### src/design/fap_map.vh
`ifndef FAP_MAP_VH
`define FAP_MAP_VH

// register byte offsets on the AHB-Lite slave
`define FAP_OFS_STATUS 8'h00
`define FAP_OFS_MASK 8'h04
`define FAP_OFS_CTRL 8'h08
`define FAP_OFS_LEVEL 8'h0c
`define FAP_OFS_ECCADDR 8'h10
`define FAP_OFS_INFO 8'h14

// status and mask bit positions
`define FAP_ST_CORR 0
`define FAP_ST_DOUBLE 1
`define FAP_ST_LEVEL 2
`define FAP_ST_WPROT 3
`define FAP_ST_EXEC 4
`define FAP_ST_SECURE 5
`define FAP_ST_OTP 6
`define FAP_ST_W 7
`define FAP_ST_RESET 7'h00

// control and info bits
`define FAP_CTRL_SECLOCK 0
`define FAP_INFO_DBGDIS 0
`define FAP_INFO_DUAL 1
`define FAP_INFO_SECURED 2

// readout protection levels
`define FAP_LVL0 2'h0
`define FAP_LVL1 2'h1
`define FAP_LVL2 2'h2
`define FAP_LVL_BAD 2'h3

// request operations and masters
`define FAP_OP_READ 2'h0
`define FAP_OP_PROG 2'h1
`define FAP_OP_ERASE 2'h2
`define FAP_M_INSTR 2'h0
`define FAP_M_DATA 2'h1
`define FAP_M_DMA 2'h2
`define FAP_M_DEBUG 2'h3

// address layout
`define FAP_AW 19
`define FAP_BANK_BIT 18
`define FAP_OTP_DW_HI 9
`define FAP_OTP_DW_LO 3
`define FAP_OTP_TOP_LO 10
`define FAP_OTP_DWORDS 128

// ecc code word: 32 data bits, 6 hamming bits, 1 overall parity
`define FAP_DW 32
`define FAP_CW 39
`define FAP_CW_LAST 38
`define FAP_SYN_W 6

`endif

### src/design/fap_flash_protect.v
`timescale 1ns/1ps
`include "fap_map.vh"

// Function
// - single and dual bank modes; in dual bank mode reads go to one bank while the other is busy.
// - three readout protection levels, level 0 restricts nothing.
// - level 1 blocks all memory access while debug is attached or alt boot is set.
// - level 2 kills debug and alt boot for good and can never be lowered.
// - program or erase inside the write protected area is rejected.
// - the execute-only area admits only processor instruction fetches.
// - an option bit chooses whether the execute-only area is wiped on level 1 to 0.
// - after reset the securable area is open like the rest of main memory.
// - once secured, every access to the securable area errors until reset.
// - ecc corrects single bit errors and flags double bit errors.
// - the address of an ecc failure is kept in a readable register.
// - 1 Kbyte otp of 128 double words in the first bank, write once; the erase code is refused, the unknown op code still erases.
module fap_flash_protect (
   input wire clk,
   input wire sys_rst,
   input wire hsel,
   input wire [31:0] haddr,
   input wire [1:0] htrans,
   input wire hwrite,
   input wire [2:0] hsize,
   input wire [31:0] hwdata,
   input wire hready,
   output wire hreadyout,
   output wire hresp,
   output reg [31:0] hrdata,
   output wire irq,
   input wire reqValid,
   output wire reqReady,
   input wire [1:0] reqMaster,
   input wire [1:0] reqOp,
   input wire reqOtp,
   input wire [`FAP_AW-1:0] reqAddr,
   input wire [31:0] reqWdata,
   output reg rspValid,
   output reg rspError,
   output reg [31:0] rspRdata,
   output reg flashRead,
   output reg flashProgram,
   output reg flashErase,
   output reg flashOtp,
   output reg [`FAP_AW-1:0] flashAddr,
   output reg [`FAP_CW-1:0] flashWdata,
   input wire [`FAP_CW-1:0] flashRdata,
   input wire flashRdValid,
   input wire [1:0] flashBusy,
   output reg flashMassErase,
   output reg flashKeepExec,
   output reg optLevelWr,
   output reg [1:0] optLevelNew,
   input wire [1:0] optProtLevel,
   input wire optDualBank,
   input wire [`FAP_AW-1:0] optWprotStart,
   input wire [`FAP_AW-1:0] optWprotEnd,
   input wire [`FAP_AW-1:0] optExecStart,
   input wire [`FAP_AW-1:0] optExecEnd,
   input wire optEraseExec,
   input wire [`FAP_AW-1:0] optSecEnd,
   input wire dbgPresentPin,
   input wire bootAltPin,
   output wire debugDisable,
   output wire bootRestrict
);
   localparam ST_IDLE = 1'b0;
   localparam ST_READ = 1'b1;

   reg state;
   reg [1:0] protLevel;
   reg levelLoaded;
   reg secured;
   reg [`FAP_ST_W-1:0] status;
   reg [`FAP_ST_W-1:0] mask;
   reg [`FAP_AW-1:0] eccAddr;
   reg [`FAP_OTP_DWORDS-1:0] otpUsed;
   reg dbgMeta;
   reg dbgSync;
   reg bootMeta;
   reg bootSync;
   reg dpWrite;
   reg [7:0] dpAddr;
   reg [`FAP_ST_W-1:0] next_status;
   reg [31:0] readMux;
   wire [`FAP_SYN_W:0] encCheck;
   wire [`FAP_DW-1:0] decData;
   wire decSingle;
   wire decDouble;

   // pins from outside the clock domain, two flops before use
   always @(posedge clk) begin
      if (sys_rst) begin
         dbgMeta <= 1'b0;
         dbgSync <= 1'b0;
         bootMeta <= 1'b0;
         bootSync <= 1'b0;
      end else begin
         dbgMeta <= dbgPresentPin;
         dbgSync <= dbgMeta;
         bootMeta <= bootAltPin;
         bootSync <= bootMeta;
      end
   end

   fap_ecc u_ecc (
      .encData(reqWdata),
      .encCheck(encCheck),
      .decWord(flashRdata),
      .decData(decData),
      .decSingle(decSingle),
      .decDouble(decDouble)
   );

   // request classification
   wire isRead = (reqOp == `FAP_OP_READ);
   wire inMain = ~reqOtp;
   wire bankSel = optDualBank & reqAddr[`FAP_BANK_BIT] & inMain;
   // dual bank stalls only on the addressed bank; single bank on any work
   wire stall = optDualBank ? flashBusy[bankSel] : |flashBusy;
   wire denyLevel = ((protLevel == `FAP_LVL1) & (dbgSync | bootSync))
      | ((protLevel == `FAP_LVL2) & (reqMaster == `FAP_M_DEBUG));
   wire denySec = secured & inMain & (reqAddr < optSecEnd);
   wire execHit = inMain & (optExecStart <= optExecEnd)
      & (reqAddr >= optExecStart) & (reqAddr <= optExecEnd);
   wire denyExec = execHit & ((reqMaster != `FAP_M_INSTR) | ~isRead);
   wire denyWprot = inMain & ~isRead & (optWprotStart <= optWprotEnd)
      & (reqAddr >= optWprotStart) & (reqAddr <= optWprotEnd);
   // otp: beyond 1 Kbyte, the erase code, or a second program of a double word
   wire otpRange = |reqAddr[`FAP_AW-1:`FAP_OTP_TOP_LO];
   wire denyOtp = reqOtp & (otpRange | (reqOp == `FAP_OP_ERASE)
      | ((reqOp == `FAP_OP_PROG)
      & otpUsed[reqAddr[`FAP_OTP_DW_HI:`FAP_OTP_DW_LO]]));
   wire denyAny = denyLevel | denySec | denyExec | denyWprot | denyOtp;
   // a request that will be refused need not wait for a busy bank
   assign reqReady = (state == ST_IDLE) & levelLoaded & (denyAny | ~stall);
   wire take = reqValid & reqReady;
   wire rdDone = (state == ST_READ) & flashRdValid;

   // one cause per refused request, level checks first
   wire [`FAP_ST_W-1:0] events;
   assign events[`FAP_ST_CORR] = rdDone & decSingle;
   assign events[`FAP_ST_DOUBLE] = rdDone & decDouble;
   assign events[`FAP_ST_LEVEL] = take & denyLevel;
   assign events[`FAP_ST_SECURE] = take & ~denyLevel & denySec;
   assign events[`FAP_ST_EXEC] = take & ~denyLevel & ~denySec & denyExec;
   assign events[`FAP_ST_WPROT] = take & ~denyLevel & ~denySec & ~denyExec
      & denyWprot;
   assign events[`FAP_ST_OTP] = take & ~denyLevel & ~denySec & ~denyExec
      & ~denyWprot & denyOtp;

   // access sequencer toward the array
   always @(posedge clk) begin
      if (sys_rst) begin
         state <= ST_IDLE;
         rspValid <= 1'b0;
         rspError <= 1'b0;
         rspRdata <= 32'h0000_0000;
         flashRead <= 1'b0;
         flashProgram <= 1'b0;
         flashErase <= 1'b0;
         flashOtp <= 1'b0;
         flashAddr <= {`FAP_AW{1'b0}};
         flashWdata <= {`FAP_CW{1'b0}};
         eccAddr <= {`FAP_AW{1'b0}};
         // write-once flags are volatile; the array itself must refuse
         // reprogramming across resets
         otpUsed <= {`FAP_OTP_DWORDS{1'b0}};
      end else begin
         rspValid <= 1'b0;
         flashRead <= 1'b0;
         flashProgram <= 1'b0;
         flashErase <= 1'b0;
         case (state)
            ST_IDLE: begin
               if (take) begin
                  flashAddr <= reqAddr;
                  flashOtp <= reqOtp;
                  flashWdata <= {encCheck, reqWdata};
                  if (denyAny) begin
                     // no strobe reaches the array
                     rspValid <= 1'b1;
                     rspError <= 1'b1;
                  end else if (isRead) begin
                     flashRead <= 1'b1;
                     state <= ST_READ;
                  end else if (reqOp == `FAP_OP_PROG) begin
                     flashProgram <= 1'b1;
                     rspValid <= 1'b1;
                     rspError <= 1'b0;
                     if (reqOtp)
                        otpUsed[reqAddr[`FAP_OTP_DW_HI:`FAP_OTP_DW_LO]]
                           <= 1'b1;
                  end else begin
                     // erase codes other than the known ones erase too
                     flashErase <= 1'b1;
                     rspValid <= 1'b1;
                     rspError <= 1'b0;
                  end
               end
            end
            ST_READ: begin
               if (flashRdValid) begin
                  rspValid <= 1'b1;
                  rspRdata <= decData;
                  rspError <= decDouble;
                  if (decSingle | decDouble)
                     eccAddr <= flashAddr;
                  state <= ST_IDLE;
               end
            end
            default: begin
               state <= ST_IDLE;
            end
         endcase
      end
   end

   // sticky status; an event in the clearing read cycle survives
   always @* begin
      next_status = status | events;
      if (hsel & htrans[1] & hready & ~hwrite
         & (haddr[7:0] == `FAP_OFS_STATUS))
         next_status = events;
   end

   // register read mux, sampled in the address phase
   always @* begin
      case (haddr[7:0])
         `FAP_OFS_STATUS: readMux = {25'h0, status};
         `FAP_OFS_MASK: readMux = {25'h0, mask};
         `FAP_OFS_CTRL: readMux = {31'h0, secured};
         `FAP_OFS_LEVEL: readMux = {30'h0, protLevel};
         `FAP_OFS_ECCADDR: readMux = {13'h0, eccAddr};
         `FAP_OFS_INFO: readMux = {29'h0, secured, optDualBank,
            debugDisable};
         default: readMux = 32'h0000_0000;
      endcase
   end

   // ahb-lite slave: zero wait, always okay, word registers only
   assign hreadyout = 1'b1;
   assign hresp = 1'b0;
   assign irq = |(status & mask);

   always @(posedge clk) begin
      if (sys_rst) begin
         dpWrite <= 1'b0;
         dpAddr <= 8'h00;
         hrdata <= 32'h0000_0000;
         status <= `FAP_ST_RESET;
         mask <= `FAP_ST_RESET;
         secured <= 1'b0;
         protLevel <= `FAP_LVL1;
         levelLoaded <= 1'b0;
         flashMassErase <= 1'b0;
         flashKeepExec <= 1'b0;
         optLevelWr <= 1'b0;
         optLevelNew <= `FAP_LVL0;
      end else begin
         flashMassErase <= 1'b0;
         optLevelWr <= 1'b0;
         status <= next_status;
         dpWrite <= hsel & htrans[1] & hready & hwrite;
         if (hsel & htrans[1] & hready) begin
            dpAddr <= haddr[7:0];
            if (~hwrite)
               hrdata <= readMux;
         end
         // level strap caught once after release; bad codes act as level 1
         if (~levelLoaded) begin
            levelLoaded <= 1'b1;
            protLevel <= (optProtLevel == `FAP_LVL_BAD) ? `FAP_LVL1
               : optProtLevel;
         end else if (dpWrite) begin
            case (dpAddr)
               `FAP_OFS_MASK: mask <= hwdata[`FAP_ST_W-1:0];
               `FAP_OFS_CTRL: begin
                  if (hwdata[`FAP_CTRL_SECLOCK])
                     secured <= 1'b1;
               end
               `FAP_OFS_LEVEL: begin
                  if (protLevel == `FAP_LVL2) begin
                     // level 2 ignores every request
                     optLevelWr <= 1'b0;
                  end else if ((protLevel == `FAP_LVL1)
                     && (hwdata[1:0] == `FAP_LVL0)) begin
                     // regression wipes the array; exec area by option
                     flashMassErase <= 1'b1;
                     flashKeepExec <= ~optEraseExec;
                     protLevel <= `FAP_LVL0;
                     optLevelWr <= 1'b1;
                     optLevelNew <= `FAP_LVL0;
                  end else if ((hwdata[1:0] > protLevel)
                     && (hwdata[1:0] != `FAP_LVL_BAD)) begin
                     protLevel <= hwdata[1:0];
                     optLevelWr <= 1'b1;
                     optLevelNew <= hwdata[1:0];
                  end
               end
               default: begin
                  mask <= mask;
               end
            endcase
         end
      end
   end

   // level 2 fuses off debug and the alternate boot paths
   assign debugDisable = (protLevel == `FAP_LVL2);
   assign bootRestrict = (protLevel == `FAP_LVL2);

endmodule // fap_flash_protect

### src/design/fap_ecc.v
`timescale 1ns/1ps
`include "fap_map.vh"

module fap_ecc (
   input wire [`FAP_DW-1:0] encData,
   output reg [`FAP_SYN_W:0] encCheck,
   input wire [`FAP_CW-1:0] decWord,
   output reg [`FAP_DW-1:0] decData,
   output reg decSingle,
   output reg decDouble
);
   reg [`FAP_CW_LAST:0] cw;
   reg [`FAP_SYN_W-1:0] esyn;
   reg [`FAP_SYN_W-1:0] syn;
   reg par;
   integer p;
   integer j;
   integer k;
   integer ep;
   integer ej;

   // hamming check bits: xor of positions holding a one
   always @* begin
      esyn = {`FAP_SYN_W{1'b0}};
      ej = 0;
      for (ep = 1; ep <= `FAP_CW_LAST; ep = ep + 1) begin
         if ((ep & (ep - 1)) != 0) begin
            if (encData[ej])
               esyn = esyn ^ ep[`FAP_SYN_W-1:0];
            ej = ej + 1;
         end
      end
      // overall parity makes the whole word even
      encCheck = {(^encData) ^ (^esyn), esyn};
   end

   // rebuild positions, correct one flip, flag two
   always @* begin
      cw = {(`FAP_CW_LAST+1){1'b0}};
      syn = {`FAP_SYN_W{1'b0}};
      decData = {`FAP_DW{1'b0}};
      j = 0;
      k = 0;
      for (p = 1; p <= `FAP_CW_LAST; p = p + 1) begin
         if ((p & (p - 1)) == 0) begin
            cw[p] = decWord[`FAP_DW + k];
            k = k + 1;
         end else begin
            cw[p] = decWord[j];
            j = j + 1;
         end
      end
      for (p = 1; p <= `FAP_CW_LAST; p = p + 1) begin
         if (cw[p])
            syn = syn ^ p[`FAP_SYN_W-1:0];
      end
      par = ^decWord;
      // odd parity with a syndrome past the word means more than one flip
      decSingle = par && (syn <= `FAP_CW_LAST);
      decDouble = (!par && (syn != 0)) || (par && (syn > `FAP_CW_LAST));
      if (decSingle && (syn != 0))
         cw[syn] = ~cw[syn];
      j = 0;
      for (p = 1; p <= `FAP_CW_LAST; p = p + 1) begin
         if ((p & (p - 1)) != 0) begin
            decData[j] = cw[p];
            j = j + 1;
         end
      end
   end
endmodule // fap_ecc

### config.mk
export PLATFORM = sky130hd
export DESIGN_NAME = fap_flash_protect
export DESIGN_NICKNAME = d
export VERILOG_FILES = /design/src/design/fap_flash_protect.v /design/src/design/fap_ecc.v
export VERILOG_INCLUDE_DIRS = /design/src /design/src/design
export SDC_FILE = /design/constraint.sdc
export NUM_CORES = 1
export LEC_CHECK = 0
export ABC_AREA = 0
export BUFFER_PORTS_ARGS = -buffer_cell sky130_fd_sc_hd__buf_2
export CAP_MARGIN = 10
export CORE_MARGIN = 3
export CORE_UTILIZATION = 61
export CTS_BUF_LIST = sky130_fd_sc_hd__clkbuf_8
export DETAILED_ROUTE_END_ITERATION = 7
export HOLD_SLACK_MARGIN = 0.03
export PLACE_DENSITY = 0.95
export SETUP_SLACK_MARGIN = 0.2
export SLEW_MARGIN = 20
export SYNTH_ARGS = -nofsm -noshare
export SYNTH_HDL_FRONTEND = slang
export SYNTH_HIERARCHICAL = 1
export SYNTH_SLANG_ARGS = --single-unit
### constraint.sdc
create_clock -name clk -period 4.57 [get_ports clk]
set_input_delay 0.2285 -clock clk [delete_from_list [all_inputs] [get_ports clk]]
set_output_delay 0.2285 -clock clk [all_outputs]
set_load 0.01 [all_outputs]
==> results, run 1 <==
- The final reports fail on DRC.
- The tree is rooted in a clkbuf_8.
- The worst voltage drop across the vdd grid is between 0.0002 and 0.00025 V.
- The launch instance of the worst register-to-register path is otpUsed[4].
- The first global-routing pass estimated 99960 microns of wire.
- For this run, asynchronously set or reset flops after synthesis account for 0.
- The highest achievable clock rate is about 0.24 GHz.
- Dividing the detail-routed via count by the number of cells gives roughly 6.5.
- In the final layout, the share of cells above drive strength 1 is 0.2147.
- The critical path starts at reqAddr[0].
- The share of the clock period used by the worst path after layout is 0.9233.
- The detail route stage leaves a number of antenna-violating nets equal to 0.
- The total overflow left after global routing is 0.
- The transition time of the tightest slew-check pin is 1.172 ns.
- The number of flops mapped to enable cells by yosys is 0.
- The worst min-delay path category is input pin to register.
- In this run the count of I/O pins placed on the die edge is approximately 410.
- In this run the critical register-to-register path is captured at flashWdata[11].
- STA puts the critical path data arrival time at around 4.6 ns.
- The total CTS buffers is 47.
- After floorplanning, the core was sized to cover 0.02816 sq mm.
- In this run the post-CTS setup repair buffer count came out at 0.
- For this run, the share of the core covered by cells in the final layout is 0.7594.
- The initial utilization of the core area, before any placement, comes to 0.6282.
- The critical path capture point is flashWdata[11].
- The CTS sink count is between 200 and 300.
- The headroom to the max-slew limit is 0.2156.
- The final-report setup violation count is 0.
- The total number of placement rows is between 60 and 70.
- The detailed placer's ending HPWL is 41860 microns.
- The post-route minimum period is between 4 and 5 ns.
- Of all nets on the critical path, the largest fanout is 26.
- The post-synthesis sequential area ratio is 0.3383.
- The number of remaining DRC errors is between 50 and 60.
- The die footprint is roughly 0.031 sq mm.
- The floorplan step set the die width to 176.3 microns.
- Across the run, the number of max-cap violations was 0.
- The congestion estimate from routability-driven global placement came to 0.9485.
- After technology mapping, the gate count stands at 2012.
- The total design power is 7.862 mW.
- Clock-pin slew was measured on the worst setup and hold paths at ~0.070 ns.
- The number of flip-flops and latches in the synthesized netlist is ~300.
- The clock insertion delay at the later pin of the skew report is approximately 0.60 ns.
- Entering global routing, the biggest net connects between 100 and 150 pins.
- The overall routed net length is 65290 microns.
- In this run the deepest clock path goes through 3 buffers.
- The total leakage power is between 9 and 10 nW.
- In the final timing run, aggregate negative setup slack is 0 ns.
- The run finished, with violations left.
- The final-report max-slew violation count is 0.
- The sort of element at the start of the critical path is an input pin.
- The number of hold-slack violations in the final timing report is 0.
- After detailed routing, the average wire length per cell comes to approximately 23 microns.
- The kind of critical path is input pin to register.
- The most used flip-flop cell after synthesis is dfxtp_1.
- The power per unit of standard cell area is ~370 mW/mm^2.
- The die is about 180 microns tall.
- The number of antenna violations at the first check in global routing is 7.
- The number of global-route vias before repair is about 19000.
- The count of input and output buffers is 344.
- The required time reported for the critical path endpoint is about 5 ns.
- The clock tree skew after final layout is between 0.03 and 0.04 ns.
- The number of iterations in the first detailed-routing pass is 8.
- The worst register-to-register path has a setup slack of slightly below 1 ns.
- The number of synthesis warnings is 6.
- Setup repair after global routing left no endpoint under its margin.
- The category of the worst setup path capture point is a register.
- The number of resized instances in the post-cts repair step is 0.
- TritonCTS built the clock tree.
- The worst register-to-register path has a depth of 11.
- Yosys mapped the design onto slightly below 80 distinct sky130hd cell types.
- In the global route stage, overall resource usage came out at 0.4049.
- The total number of nets in the final design is 2795.
- The maximum level of the CTS H-tree is 2.
- Summing every instance area after synthesis gives between 0.015 and 0.02 sq mm.
- Compared with the post-synthesis result, the final layout area differs by 20.88%.
- The per-instance average area after synthesis is approximately 9 sq um.
- The detailed router placed around 18000 vias in this run.
- The number of DRC markers after the initial detailed-route iteration is roughly 2500.
[cells in the mapped netlist, types with 13 or more instances]
master / instances / area (sq um)
ha_1: 134 / 1677
clkbuf_1: 83 / 311.6
nand4_1: 18 / 112.6
mux2i_1: 103 / 1031
a21oi_1: 127 / 635.6
nand2_1: 354 / 1329
mux2_2: 38 / 427.9
o2bb2ai_1: 131 / 1147
a22oi_1: 34 / 255.2
xnor2_1: 84 / 735.7
nor3_1: 23 / 115.1
a31oi_1: 14 / 87.58
xnor3_1: 20 / 450.4
dfxtp_1: 299 / 5986
inv_1: 108 / 405.4
o21ai_0: 42 / 210.2
nor2b_1: 16 / 100.1
buf_4: 18 / 135.1
buf_2: 21 / 105.1
a21o_1: 13 / 97.59
nor2_1: 109 / 409.1
nand3_1: 39 / 195.2
xor2_1: 14 / 122.6
[stage by stage]
step	cell area [sq um]	setup slack [ns]	hold slack (ns)	cells
global placement	19680	0.8936	0.4327	2655
floorplan	17740	1.428	0.3066	2025
global route	21390	0.2532	0.06836	2806
CTS	21360	0.8446	0.05068	2800
detailed placement	19680	0.8031	0.4272	2655
finish	21390	0.3506	0.07504	2806
[registers in the layout, indices dropped and copies added, names as in the netlist, 2 cells and up]
signal and cells:
flashWdata 39, eccAddr 19, status 7, flashAddr 19, hrdata 19, mask 7
dpAddr 8, optLevelNew 2, rspRdata 32, otpUsed 128, protLevel 2
[kinds of logic after synthesis]
kind of cell / count (synthesis) / share of synthesized area
other: 2 / 0.0004245
flip-flops: 299 / 0.3383
XOR/XNOR: 128 / 0.08607
AO/OA/AOI/OAI: 441 / 0.1775
AND/OR/NAND/NOR: 623 / 0.1530
adder cells (fa/ha/maj): 134 / 0.09477
multiplexers: 152 / 0.09519
buffers and inverters: 233 / 0.05474
[layer usage]
layer / part of all wire / up-vias / global-route usage
met1: 0.34 / 8451 / 0.4490
met5: 0.00049 / - / 0.006410
li1: - / 7872 / -
met2: 0.45 / 1516 / 0.6360
met3: 0.11 / 528 / 0.1174
met4: 0.10 / 4 / 0.3474
[where the power goes]
group          internal, mW  switching, mW
Clock                  1.45           1.14
Combinational          1.04           1.54
Sequential             2.66         0.0377
[final cells by class]
type / count / area [sq um]
Antenna cell: 6 / 15.01
Clock buffer: 59 / 812.0
Timing Repair Buffer: 438 / 2620
Clock inverter: 25 / 252.7
Sequential cell: 299 / 5986
Multi-Input combinational cell: 1493 / 10820
Tap cell: 378 / 473.0
Fill cell: 1786 / 6777
Inverter: 108 / 410.4
[critical path, stage by stage]
cell and delay [ns]:
dlygate4sd3_1 0.53, buf_2 0.25, inv_1 0.17, ha_1 0.31
nor2b_1 0.04, o21ai_0 0.18, a31oi_1 0.15, a2111oi_0 0.41
o21ai_0 0.15, nor3_1 0.46, buf_4 0.22, nor2_1 0.10
a41oi_4 0.56, buf_12 0.30, mux2i_1 0.57
[how the worst min path moves through the flow]
| stage | from | to | slack, ns | cells past startpoint |
|---|---|---|---|---|
| floorplan | reqOp[0] | flashRead | 0.31 | 1 |
| global placement | dbgMeta | dbgSync | 0.43 | 1 |
| detailed placement | dbgMeta | dbgSync | 0.43 | 1 |
| CTS | haddr[2] | dpAddr[2] | 0.05 | 3 |
| global route | reqAddr[2] | flashAddr[2] | 0.07 | 3 |
| finish | haddr[2] | dpAddr[2] | 0.08 | 3 |
[cell usage in the layout (no fill, tap or decap), types with 7 or more instances in the layout]
cell / synthesis / routed
a211oi_1: 7 / 7
a21o_1: 13 / 13
a21oi_1: 127 / 127
a221oi_1: 11 / 11
a22oi_1: 34 / 34
a31oi_1: 14 / 14
and3_1: 11 / 11
buf_2: 21 / 343
buf_4: 18 / 31
clkbuf_8: 0 / 59
conb_1: 2 / 15
dfxtp_1: 299 / 299
dlygate4sd3_1: 0 / 61
ha_1: 134 / 134
inv_1: 108 / 119
mux2_2: 38 / 38
mux2i_1: 103 / 103
mux4_2: 9 / 9
nand2_1: 354 / 354
nand2b_1: 9 / 9
nand3_1: 39 / 39
nand3b_1: 7 / 7
nand4_1: 18 / 18
nor2_1: 109 / 109
nor2b_1: 16 / 16
nor3_1: 23 / 22
nor4_1: 11 / 10
o21ai_0: 42 / 42
o22ai_1: 9 / 9
o2bb2ai_1: 131 / 131
xnor2_1: 84 / 84
xnor3_1: 20 / 20
xor2_1: 14 / 14
[what timing repair did]
action / CTS / global route
hold buffers: 61 / 0
endpoints found under the hold margin: 60 / 0
setup endpoints to repair: 0 / 0
Power figures use the tool's default switching activity.
==> inputs of run 2 (changes only) <==
--- a/config.mk
+++ b/config.mk
@@ -15,6 +15,7 @@
 export DETAILED_ROUTE_END_ITERATION = 7
 export HOLD_SLACK_MARGIN = 0.03
 export PLACE_DENSITY = 0.95
+export REMOVE_ABC_BUFFERS = 1
 export SETUP_SLACK_MARGIN = 0.2
 export SLEW_MARGIN = 20
 export SYNTH_ARGS = -nofsm -noshare
==> run 2 against run 1 <==
The flow still finishes with violations (DRC). Sequential cell count is the same. First-iteration DRC count shrank 17%. Clock power shrank 8.5%. Final area shrank 0.23%. Register-to-register slack gained 0.25 ns.
==> results, run 2 (same netlist as run 1, synthesis figures left out) <==
- The die footprint is 0.03108 sq mm (unchanged).
- Traced cell by cell, the critical path runs through dlygate4sd3_1 -> buf_2 -> ha_1 -> a21o_1 -> a221o_1 -> a221oi_1 -> o21ai_1 -> a22o_1 -> a2111oi_4 -> nor2_1 -> a41oi_4 -> buf_12 -> mux2i_1.
- The checks that failed: DRC.
- The total track usage is 0.3704 (-0.03454).
- The share of the clock period used by the worst path after layout is 0.9371 (+0.01379).
- The overall routed net length was 60340 microns (-7.6%).
- In the layout the commonest cells are nand2_1, buf_2, dfxtp_1.
- The total CTS buffers is 49 (+4.3%).
- The cell at the root of the clock tree is clkbuf_8.
- The number of DRC markers after the initial detailed-route iteration is 2084 (-17%).
- The width of the die is 176.3 microns (unchanged).
- The count of input and output buffers is 344 (unchanged).
- The post-route minimum period came to 4.282 ns (+0.06304 ns).
- The number of iterations in the first detailed-routing pass is 8 (unchanged).
- The clock group share of total power is 0.314 (-0.016).
- The reported max-cap violation count is 0 (unchanged).
- The clock insertion delay at the later pin of the skew report is 0.59 ns (about the same).
- The maximum number of pins on one net before global-route repair is 126 (-3.8%).
- The total vias in the final route is 17806 (-3.1%).
- The kind of critical path is input pin to register.
- The total global routing overflow is 0 (unchanged).
- Compared with the post-synthesis result, the final layout area differs by 20.60%.
- The maximum fanout count along the critical path is 55 (+110%).
- The maximum level of the CTS H-tree is 2 (unchanged).
- The number of vias per cell after detailed routing came to 6.325 (-3.4%).
- The count of nets left with antenna violations after detail routing is 0 (unchanged).
- The largest registers in the layout are otpUsed: 128 flops, flashWdata: 39 flops, rspRdata: 32 flops.
- The required time reported for the critical path endpoint is 4.99 ns (about the same).
- TritonCTS built the clock tree.
- The worst hold path startpoint is reqAddr[12].
- The maximum buffer depth of the clock tree came to 3 (unchanged).
- The height of the die is 176.3 microns (unchanged).
- The arrival time at the worst endpoint was 4.70 ns (+0.07 ns).
- The number of flip-flops under the largest register name came to 128 (unchanged).
- The fraction of power spent switching nets is 0.3458 (about the same).
- The internal power summed over all cells came to 4.968 mW (-3.4%).
- The power per unit of standard cell area is 355.9 mW/mm^2 (-3.2%).
- Setup repair after global routing left no endpoint under its margin.
- The total leakage power came to 9.406 nW (-0.19%).
- The number of antenna violations at the first check in global routing is 11 (+4).
- The total number of placement rows came to 61 (unchanged).
- The category of the worst setup path capture point is a register.
- The total design power came to 7.593 mW (-3.4%).
- The number of hold-slack violations in the final timing report is 0 (unchanged).
- The placeable core area was 0.02816 sq mm (unchanged).
- The worst hold path belongs to the class input pin to register.
- The effective utilization at floorplan came to 0.6282 (unchanged).
- The clock tree skew after final layout came to 0.03572 ns (-0.004103 ns).
- The sort of element at the start of the critical path is an input pin.
- The part of the total power dissipated in sequential elements was 0.355 (+0.013).
- The transition time of the tightest slew-check pin was 1.105 ns (-0.06694 ns).
- The clock-pin slew reported for the worst setup and hold paths after clock tree synthesis is 0.06 ns (about the same).
- The fraction of power consumed by combinational cells came to 0.331 (+0.004).
- The routed wire length per instance is 21.44 microns (-7.9%).
- The ratio of cells with drive above 1 in the final layout is 0.2133 (-0.001354).
- The hold buffer count at CTS is 68 (+11%).
- The number of resized instances in the post-cts repair step is 0 (unchanged).
- The final-report setup violation count came to 0 (unchanged).
- The cell count of the worst hold path is 3 (unchanged).
- The library cell used most frequently in the layout, excluding fill and tap cells, is nand2_1.
- The routability-driven placement congestion ratio was 0.9953 (+4.9%).
- The beginning of the critical path is reqAddr[13].
- The flow ran to the end, but the final reports show violations.
- The startpoint identified for the worst register-to-register timing path is otpUsed[39].
- The highest cell delay on the worst timing path came to 0.54 ns (-0.03 ns).
- The number of remaining DRC errors came to 30 (-49%).
- The highest achievable clock rate is 0.2335 GHz (-1.5%).
- The final-report max-slew violation count is 0 (unchanged).
- The utilization of the core after routing came to 0.7576 (-0.001777).
- The total number of nets in the final design is 2800 (+0.18%).
- The number of global-route vias before repair is 17811 (-4.1%).
- The worst voltage drop across the vdd grid came to 0.0002767 V (+23%).
- The number of post-CTS setup repair buffers came to 0 (unchanged).
- The length in cells of the worst reg-to-reg path came to 11 (unchanged).
- The headroom to the max-slew limit is 0.2564 (+0.04072).
- The detailed placer's ending HPWL is 41500 microns (-0.86%).
- The net switching component of the power came to 2.625 mW (-3.4%).
- The number of top-level design ports is 413 (unchanged).
- The CTS sink count was 299 (unchanged).
- The first-pass GRT wire length was 92290 microns (-7.7%).
- otpUsed holds more flip-flops than any other register.
- On the critical path, the stage with the largest delay is an instance of a221oi_1.
## run 2: changes by cell type in the layout (fill, tap and decap cells not counted), moves of 3 or more
cell	delta
clkbuf_8	-4
diode_2	+3
dlygate4sd3_1	+7
clkinv_2	+9
buf_4	-3
## run 2: stage by stage
stage | instance area [sq um] | std cells | TNS [ns] | hold WS [ns] | setup slack, ns
floorplan | 17180 | 1900 | -27.41 | 0.2976 | -0.4524
global placement | 19640 | 2651 | 0 | 0.4324 | 0.9620
global route | 21340 | 2815 | 0 | 0.04761 | 0.1635
CTS | 21310 | 2806 | 0 | 0.03738 | 0.5284
finish | 21340 | 2815 | 0 | 0.06883 | 0.2876
detailed placement | 19640 | 2651 | 0 | 0.4352 | 0.7368
## run 2: cell type report
type                    count  area [sq um]
diodes                      9         22.52
inverters                 108         410.4
clock buffers              55         757.0
repair buffers            441          2648
flip-flops and latches    299          5986
clock inverters            32         231.5
fillers                  1871          6827
multi-input cells        1493         10810
well taps                 378         473.0
## run 2: path summary, 6_finish.rpt
kind / to / slack, ns
setup / recovery: flashWdata[6] / 0.29
hold / removal: flashAddr[12] / 0.07
setup reg to reg: flashWdata[6] / 1.23
hold reg to reg: bootSync / 0.44
## run 2: critical path, delay by kind of cell
kind / cells / cell delay (ns)
fa+ha+maj: 1 / 0.36
mux: 1 / 0.54
buf+inv: 3 / 1.06
compound gates: 7 / 2.24
simple gates: 1 / 0.19
## run 2: metal layers
| layer | vias up | track usage | wire, microns |
|---|---|---|---|
| met5 | - | 0 | 35 |
| met4 | 6 | 0.2531 | 4650 |
| met3 | 403 | 0.08624 | 6953 |
| met2 | 1378 | 0.6135 | 27440 |
| met1 | 8128 | 0.4244 | 21260 |
| li1 | 7891 | - | - |
## run 2: power groups by stage
stage / clock, mW / sequential, mW / combinational [mW]
2_1_floorplan: 0 / 2.76 / 1.62
6_report: 2.38 / 2.69 / 2.52
5_1_grt: 2.52 / 2.69 / 2.68
4_1_cts: 2.39 / 2.69 / 2.43
3_3_place_gp: 0 / 2.74 / 2.27
3_5_place_dp: 0 / 2.75 / 2.36
